**src/core/dpot_pkg.sv**
```systemverilog
`default_nettype none

package dpot_pkg;

  // ----------------------------------------
  // Register map and fields
  // ----------------------------------------
  localparam logic [7:0] ADDR_WIPER = 8'h00;
  localparam logic [7:0] ADDR_ACCESS = 8'h02;
  localparam int VOL_BIT = 7;
  localparam int SHUTDOWN_REQUEST_BIT = 6;
  localparam int WIP_BIT = 5;
  localparam logic [6:0] WIPER_PRESET = 7'h40;
  // Content of the retained store before its first write, arbitrary
  localparam logic [6:0] NV_BLANK = 7'h40;
  localparam logic VOL_RESET = 1'h0;
  localparam logic SHUTDOWN_REQUEST_RESET = 1'h1;

  // ----------------------------------------
  // Serial bus
  // ----------------------------------------
  localparam logic [4:0] ID_PREFIX = 5'h0A;
  localparam logic [3:0] BYTE_BITS = 4'h8;

  // ----------------------------------------
  // Timing
  // ----------------------------------------
  localparam int CLK_PERIOD_NS = 10;
  localparam int NV_WRITE_MS = 20;
  localparam int NV_WRITE_CYCLES = NV_WRITE_MS * 1000000 / CLK_PERIOD_NS;
  localparam int NV_READY_NS = 1000;
  localparam int NV_READY_CYCLES = NV_READY_NS / CLK_PERIOD_NS;
  localparam logic [7:0] BOOT_LAST = 8'(NV_READY_CYCLES - 1);

  // ----------------------------------------
  // Carriers and states
  // ----------------------------------------
  typedef struct packed {
    logic scl;
    logic sda;
    logic shutdown_request_n;
    logic strap_hi;
    logic strap_lo;
  } pins_t;

  localparam pins_t PINS_IDLE = 5'h1F;

  typedef struct packed {
    logic scl_rise;
    logic scl_fall;
    logic start;
    logic stop;
    logic sda;
  } bus_evt_t;

  typedef enum logic [8:0] {
    ST_IDLE = 9'h001,
    ST_ID = 9'h002,
    ST_ID_ACK = 9'h004,
    ST_REG = 9'h008,
    ST_REG_ACK = 9'h010,
    ST_WDATA = 9'h020,
    ST_WDATA_ACK = 9'h040,
    ST_RDATA = 9'h080,
    ST_RACK = 9'h100
  } slave_state_t;

endpackage

`default_nettype wire
```
**src/core/dpot_ctrl.sv**
```systemverilog
// What this block does
// - Code 127 puts the wiper nearest the high terminal, 0 nearest low.
// - Seven-bit wiper; codes 00h to 7Fh step monotonically low to high.
// - Tap changes connect the new tap before releasing the old one.
// - Wiper presets to 40h at power-up, then reloads from retained value.
// - Retained initial value survives power-down and is copied to the wiper.
// - Shutdown opens the high end and ties the wiper to the low terminal.
// - Leaving shutdown restores the wiper from its unchanged register.
// - Shutdown when the pin is low or the shutdown bit is zero.
// - Shutdown bit six resets to one; writing zero enters shutdown.
// - Serial access and all registers keep working during shutdown.
// - Data bits are sampled on clock rise and changed after clock fall.
// - Data line is only pulled low or released, never driven high.
// - The two straps are the low slave address bits; the upper five must match 01010.
// - Address 0 holds initial value and wiper, 1 reserved, 2 access control.
// - Volatile select bit seven resets to zero and steers address 0.
// - Writing the initial value also writes the same value to the wiper.
// - Bit five reads one while a retained write is in progress.
// - Writes to wiper and access control are ignored while writing.
// - Identification byte is 01010, strap hi, strap lo, then read flag.
// - Write is start, id, address, data, stop; all three bytes acked.
// - Reads continue while the master acks; nack and stop end them.
// - The retained write starts after stop and may take 20 ms.
`timescale 1ns/1ps
`default_nettype none

module dpot_ctrl #(
  parameter int unsigned NV_WRITE_CYCLES_P = dpot_pkg::NV_WRITE_CYCLES
) (
  input wire logic i_clk_sys,
  input wire logic i_rst,
  input wire logic i_ce,
  input wire logic i_scl,
  input wire logic i_sda,
  input wire logic i_shutdown_request_n,
  input wire logic i_addr_strap_hi,
  input wire logic i_addr_strap_lo,
  output logic o_sda_o,
  output logic o_sda_oe,
  output logic [6:0] o_tap_sel,
  output logic [6:0] o_tap_make,
  output logic o_tap_make_en,
  output logic o_high_terminal_open,
  output logic o_wiper_to_low
);
  import dpot_pkg::*;
  localparam logic [21:0] WIP_LAST = 22'(NV_WRITE_CYCLES_P - 1);
  pins_t pins_raw, pins_s;
  bus_evt_t evt;
  slave_state_t state_r;
  logic [3:0] bit_cnt_r;
  logic [7:0] shift_r, reg_addr_r, rd_byte, boot_cnt_r;
  logic is_read_r, mack_r, wr_pulse_r, stop_pulse_r;
  logic [6:0] wiper_r, nv_pend_r, id_match;
  logic [6:0] nv_store_r = NV_BLANK;
  logic nv_arm_r, vol_r, shutdown_request_bit_r, wip_r, booting_r, nv_done, shut_req;
  logic [21:0] wip_cnt_r;
  // ----------------------------------------
  // Pin synchronisation
  // ----------------------------------------
  assign pins_raw = {i_scl, i_sda, i_shutdown_request_n, i_addr_strap_hi, i_addr_strap_lo};
  dpot_pin_sync u_sync (
    .i_clk_sys(i_clk_sys),
    .i_rst(i_rst),
    .i_ce(i_ce),
    .i_pins(pins_raw),
    .o_pins(pins_s),
    .o_evt(evt)
  );
  assign id_match = {ID_PREFIX, pins_s.strap_hi, pins_s.strap_lo};

  // ----------------------------------------
  // Read data mux
  // ----------------------------------------
  always_comb begin
    rd_byte = 8'h00;
    if (reg_addr_r == ADDR_WIPER) begin
      rd_byte = {1'h0, (vol_r ? wiper_r : nv_store_r)};
    end else if (reg_addr_r == ADDR_ACCESS) begin
      rd_byte = {vol_r, shutdown_request_bit_r, wip_r, 5'h00};
    end
  end

  // ----------------------------------------
  // Serial slave state machine
  // ----------------------------------------
  // bus works in shutdown
  always_ff @(posedge i_clk_sys) begin
    if (i_rst) begin
      state_r <= ST_IDLE;
      bit_cnt_r <= 4'h0;
      shift_r <= 8'h00;
      reg_addr_r <= 8'h00;
      is_read_r <= 1'h0;
      mack_r <= 1'h0;
      wr_pulse_r <= 1'h0;
      stop_pulse_r <= 1'h0;
      o_sda_oe <= 1'h0;
      o_sda_o <= 1'h0;
    end else if (i_ce) begin
      wr_pulse_r <= 1'h0;
      stop_pulse_r <= 1'h0;
      if (booting_r) begin
        // Start conditions are ignored while powering up
        state_r <= ST_IDLE;
        o_sda_oe <= 1'h0;
      end else if (evt.start) begin
        state_r <= ST_ID;
        bit_cnt_r <= 4'h0;
        o_sda_oe <= 1'h0;
      end else if (evt.stop) begin
        state_r <= ST_IDLE;
        o_sda_oe <= 1'h0;
        stop_pulse_r <= 1'h1;
      end else begin
        case (state_r)
          ST_ID: begin
            if (evt.scl_rise) begin
              shift_r <= {shift_r[6:0], evt.sda};
              bit_cnt_r <= bit_cnt_r + 4'h1;
            end else if (evt.scl_fall && bit_cnt_r == BYTE_BITS) begin
              bit_cnt_r <= 4'h0;
              if (shift_r[7:1] == id_match) begin
                o_sda_oe <= 1'h1;
                is_read_r <= shift_r[0];
                state_r <= ST_ID_ACK;
              end else begin
                state_r <= ST_IDLE;
              end
            end
          end
          ST_ID_ACK: begin
            if (evt.scl_fall) begin
              if (is_read_r) begin
                shift_r <= rd_byte;
                o_sda_oe <= ~rd_byte[7];
                state_r <= ST_RDATA;
              end else begin
                o_sda_oe <= 1'h0;
                state_r <= ST_REG;
              end
            end
          end
          ST_REG: begin
            if (evt.scl_rise) begin
              shift_r <= {shift_r[6:0], evt.sda};
              bit_cnt_r <= bit_cnt_r + 4'h1;
            end else if (evt.scl_fall && bit_cnt_r == BYTE_BITS) begin
              bit_cnt_r <= 4'h0;
              reg_addr_r <= shift_r;
              o_sda_oe <= 1'h1;
              state_r <= ST_REG_ACK;
            end
          end
          ST_REG_ACK: begin
            if (evt.scl_fall) begin
              o_sda_oe <= 1'h0;
              state_r <= ST_WDATA;
            end
          end
          ST_WDATA: begin
            if (evt.scl_rise) begin
              shift_r <= {shift_r[6:0], evt.sda};
              bit_cnt_r <= bit_cnt_r + 4'h1;
            end else if (evt.scl_fall && bit_cnt_r == BYTE_BITS) begin
              bit_cnt_r <= 4'h0;
              o_sda_oe <= 1'h1;
              wr_pulse_r <= 1'h1;
              state_r <= ST_WDATA_ACK;
            end
          end
          ST_WDATA_ACK: begin
            // Further bytes of this frame are not acknowledged
            if (evt.scl_fall) begin
              o_sda_oe <= 1'h0;
              state_r <= ST_IDLE;
            end
          end
          ST_RDATA: begin
            if (evt.scl_rise) begin
              bit_cnt_r <= bit_cnt_r + 4'h1;
            end else if (evt.scl_fall) begin
              if (bit_cnt_r == BYTE_BITS) begin
                bit_cnt_r <= 4'h0;
                o_sda_oe <= 1'h0;
                state_r <= ST_RACK;
              end else begin
                shift_r <= {shift_r[6:0], 1'h0};
                o_sda_oe <= ~shift_r[6];
              end
            end
          end
          ST_RACK: begin
            if (evt.scl_rise) begin
              mack_r <= ~evt.sda;
            end else if (evt.scl_fall) begin
              if (mack_r) begin
                shift_r <= rd_byte;
                o_sda_oe <= ~rd_byte[7];
                state_r <= ST_RDATA;
              end else begin
                state_r <= ST_IDLE;
              end
            end
          end
          default: begin
            state_r <= ST_IDLE;
            o_sda_oe <= 1'h0;
          end
        endcase
      end
    end
  end

  // ----------------------------------------
  // Registers, recall and retained write
  // ----------------------------------------
  assign nv_done = wip_r && (wip_cnt_r == WIP_LAST);
  always_ff @(posedge i_clk_sys) begin
    if (i_rst) begin
      wiper_r <= WIPER_PRESET;
      vol_r <= VOL_RESET;
      shutdown_request_bit_r <= SHUTDOWN_REQUEST_RESET;
      nv_pend_r <= 7'h00;
      nv_arm_r <= 1'h0;
      wip_r <= 1'h0;
      wip_cnt_r <= 22'h000000;
      booting_r <= 1'h1;
      boot_cnt_r <= 8'h00;
    end else if (i_ce) begin
      if (booting_r) begin
        if (boot_cnt_r == BOOT_LAST) begin
          booting_r <= 1'h0;
          wiper_r <= nv_store_r;
        end else begin
          boot_cnt_r <= boot_cnt_r + 8'h01;
        end
      end else begin
        if (wr_pulse_r && !wip_r) begin
          if (reg_addr_r == ADDR_WIPER) begin
            wiper_r <= shift_r[6:0];
            if (!vol_r) begin
              nv_pend_r <= shift_r[6:0];
              nv_arm_r <= 1'h1;
            end
          end else if (reg_addr_r == ADDR_ACCESS) begin
            vol_r <= shift_r[VOL_BIT];
            shutdown_request_bit_r <= shift_r[SHUTDOWN_REQUEST_BIT];
          end
        end
        if (stop_pulse_r && nv_arm_r) begin
          wip_r <= 1'h1;
          nv_arm_r <= 1'h0;
          wip_cnt_r <= 22'h000000;
        end else if (nv_done) begin
          wip_r <= 1'h0;
        end else if (wip_r) begin
          wip_cnt_r <= wip_cnt_r + 22'h000001;
        end
      end
    end
  end
  // Retained store survives reset, which stands for power loss
  always_ff @(posedge i_clk_sys) begin
    if (i_ce && nv_done) begin
      nv_store_r <= nv_pend_r;
    end
  end

  // ----------------------------------------
  // Shutdown and tap switching
  // ----------------------------------------
  // pin and bit combined
  assign shut_req = ~pins_s.shutdown_request_n | ~shutdown_request_bit_r;
  always_ff @(posedge i_clk_sys) begin
    if (i_rst) begin
      o_high_terminal_open <= 1'h0;
      o_wiper_to_low <= 1'h0;
      o_tap_sel <= WIPER_PRESET;
      o_tap_make <= WIPER_PRESET;
      o_tap_make_en <= 1'h0;
    end else if (i_ce) begin
      o_high_terminal_open <= shut_req;
      o_wiper_to_low <= shut_req;
      if (o_tap_make_en) begin
        o_tap_sel <= o_tap_make;
        o_tap_make_en <= 1'h0;
      end else if (wiper_r != o_tap_sel) begin
        o_tap_make <= wiper_r;
        o_tap_make_en <= 1'h1;
      end
    end
  end
endmodule // dpot_ctrl

`default_nettype wire

```
**src/core/dpot_pin_sync.sv**
```systemverilog
`timescale 1ns/1ps
`default_nettype none

module dpot_pin_sync (
  input wire logic i_clk_sys,
  input wire logic i_rst,
  input wire logic i_ce,
  input wire dpot_pkg::pins_t i_pins,
  output dpot_pkg::pins_t o_pins,
  output dpot_pkg::bus_evt_t o_evt
);
  import dpot_pkg::*;

  pins_t meta_r;
  pins_t sync_r;
  pins_t prev_r;

  // ----------------------------------------
  // Two-stage synchroniser plus history
  // ----------------------------------------
  always_ff @(posedge i_clk_sys) begin
    if (i_rst) begin
      meta_r <= PINS_IDLE;
      sync_r <= PINS_IDLE;
      prev_r <= PINS_IDLE;
    end else if (i_ce) begin
      meta_r <= i_pins;
      sync_r <= meta_r;
      prev_r <= sync_r;
    end
  end

  // ----------------------------------------
  // Edge and bus condition detection
  // ----------------------------------------
  always_comb begin
    o_evt.scl_rise = sync_r.scl & ~prev_r.scl;
    o_evt.scl_fall = ~sync_r.scl & prev_r.scl;
    o_evt.start = sync_r.scl & prev_r.scl & prev_r.sda & ~sync_r.sda;
    o_evt.stop = sync_r.scl & prev_r.scl & ~prev_r.sda & sync_r.sda;
    o_evt.sda = sync_r.sda;
  end

  assign o_pins = sync_r;

endmodule // dpot_pin_sync

`default_nettype wire

```
**config.mk**
```make
export PLATFORM = sky130hd
export DESIGN_NAME = dpot_ctrl
export DESIGN_NICKNAME = d
export VERILOG_FILES = /design/src/core/dpot_pkg.sv /design/src/core/dpot_ctrl.sv /design/src/core/dpot_pin_sync.sv
export SDC_FILE = /design/constraint.sdc
export NUM_CORES = 1
export LEC_CHECK = 0
export BUFFER_PORTS_ARGS = -buffer_cell sky130_fd_sc_hd__clkbuf_2
export CAP_MARGIN = 20
export CELL_PAD_IN_SITES_DETAIL_PLACEMENT = 2
export CELL_PAD_IN_SITES_GLOBAL_PLACEMENT = 2
export CORE_MARGIN = 1
export CORE_UTILIZATION = 39
export CTS_CLUSTER_DIAMETER = 40
export DETAILED_ROUTE_END_ITERATION = 8
export GPL_TIMING_DRIVEN = 0
export PLACE_DENSITY_LB_ADDON = 0.1
export SYNTH_ARGS = -nofsm -noshare
export SYNTH_HDL_FRONTEND = slang
export SYNTH_HIERARCHICAL = 1
export SYNTH_SLANG_ARGS = --single-unit
```
**constraint.sdc**
```tcl
create_clock -name i_clk_sys -period 2.5 [get_ports i_clk_sys]
set_clock_uncertainty 0.1 [all_clocks]
set_input_delay 0.25 -clock i_clk_sys [delete_from_list [all_inputs] [get_ports i_clk_sys]]
set_output_delay 0.25 -clock i_clk_sys [all_outputs]
set_load 0.02 [all_outputs]
```
==> metrics.txt <==
status=completed; cts bufs inserted=17; first-pass GRT wire length=32.7 mm; Peak VDD IR=446 uV; gr ovfl total=0; Fin. Hold Viols=0; core area=14700 um2; drt total wl=20.9 mm; CTS clk-pin slew, worst paths=0.06 ns; Starting Density=0.404; global-route usage over all layers=0.269; Synth Warn #=6; IO Pins=27; setup slack, reg-to-reg=0.06 ns; Overall Power=4.44 mW; Area growth syn-to-layout=20.3%; syn_nets=674; Max Fclk=0.410 GHz; Initial DRT Pass Iterations=6; Mapped Cells=662; cell area after layout=7150 um2; Setup Crit Path Kind=flip-flop to flip-flop; Tcrit/Tclk final=0.975; most frequent cells in the layout=dfxtp_1, nor2_1, nand2_1, mux2i_1, a21oi_1; CTS Buffer Depth=2; initial antenna violation count=0; DP HPWL=13.9 mm; Crit Path Max Fanout=10; routability cong.=0.876; Required @ worst endpoint=2.68 ns; critical path launch point type=flip-flop; remaining antenna violation count=0; Antenna Cells=0; commonest non-fill, non-tap cell in the layout=dfxtp_1; Max Cap Viol=0; chip width=125 um; Die Ht=125 um; CTS tree=yes; Final Max Slew Viols=0; LEAKAGE=2.74 nW; vias per cell=5.94; total number of placement rows=44; pre-CTS setup slack=-0.283 ns; Avg Inst Size Synth=8.98 um2; final layout net count=733; RSZ-0062 raised after global routing=yes; CTS H-tree depth=4; WP data arrival=2.62 ns; Port Buffers=25; DRC viols=0; vias in the first global route=5904; Power Dens Cells=620 nW/um2; Layout Utilization=0.487; Post-DP Area=6300 um2; share of cells above drive strength 1=0.187; crit end category=flip-flop; Worst-Margin Slew=0.774 ns; post-route setup slack=0.0632 ns; Rel. slew slack=0.484; CTS Root Cell=clkbuf_16; Final Critical Period=2.44 ns; Skew-Pair Late Insertion Delay=0.42 ns; clock sink total=118; largest net degree at the start of global routing=17; final setup vio count=0; routed length per placed instance=22.7 um; min-delay worst type=input pin to flip-flop; Mapped Area=5940 um2; Total Die Area=15700 um2; initial drt markers=282; via count=5455
-- per-layer routing --
layer  global-route usage  part of all wire  wire length (um)  vias to the layer above
met2                0.502              0.54             11300                       96
met3               0.0505             0.026               544                       35
met1                0.304              0.41              8610                     2804
met4               0.0933             0.021               442                        0
met5                    0                 0                 0                        -
li1                     -                 -                 -                     2520
-- area by class of cell --
class                      count  area (um2)
sequential                   118        2430
clock inverter                 9        76.3
clock buffer                  23         478
fill                        1571        7550
multi-input combinational    484        3360
inverter                      17        63.8
tap                          184         230
buffer                        42         249
timing repair buffer          41         260
-- through the flow --
step | hold slack (ns) | TNS, ns | cells
after global routing | 0.292 | -0.269 | 918
after CTS | 0.240 | 0 | 910
final | 0.268 | 0 | 918
after detailed placement | 0.330 | -5.29 | 871
after floorplan | 0.249 | 0 | 662
after global placement | 0.314 | -4.48 | 871
-- path summary, 6_finish.rpt --
| kind | start | end | cells after the start |
|---|---|---|---|
| max | booting_r$_SDFFE_PP1P_ | reg_addr_r[6]$_SDFFE_PP0P_ | 8 |
| min | i_ce | u_sync/prev_r[4]$_SDFFE_PP1P_ | 3 |
| max reg2reg | booting_r$_SDFFE_PP1P_ | reg_addr_r[6]$_SDFFE_PP0P_ | 8 |
| min reg2reg | nv_pend_r[3]$_SDFFE_PP0P_ | nv_store_r[3]$_DFFE_PP_ | 0 |
-- power breakdown --
| part | total (mW) | internal [mW] | switching (mW) |
|---|---|---|---|
| clock network | 2.31 | 1.43 | 0.879 |
| registers | 1.94 | 1.92 | 0.0183 |
| logic | 0.189 | 0.0692 | 0.119 |
-- registers in the layout (all words and copies together) (netlist names), 5 cells and up --
signal / flops
boot_cnt_r: 8
nv_pend_r: 7
nv_store_r: 7
o_tap_make: 7
o_tap_sel: 7
reg_addr_r: 8
shift_r: 8
state_r: 9
u_sync/meta_r: 5
wip_cnt_r: 22
wiper_r: 7
-- timing repair --
item | CTS | global route
hold buffers | 6 | 0
hold endpoints to repair | 6 | 0
buffers inserted | 2 | 8
resized for setup | 20 | 26
endpoints found under the setup margin | 51 | 63
cloned | 0 | 0
pin swaps | 4 | 6
-- critical path: stages (launching register included) --
cell	delay (ns)
dfxtp_1	0.35
buf_2	0.23
or3b_1	0.47
nor2_1	0.19
nand2_1	0.12
nor4b_2	0.26
buf_4	0.25
mux2i_2	0.25
nor2_1	0.07
No activity file was read; power rests on OpenSTA's default activity.
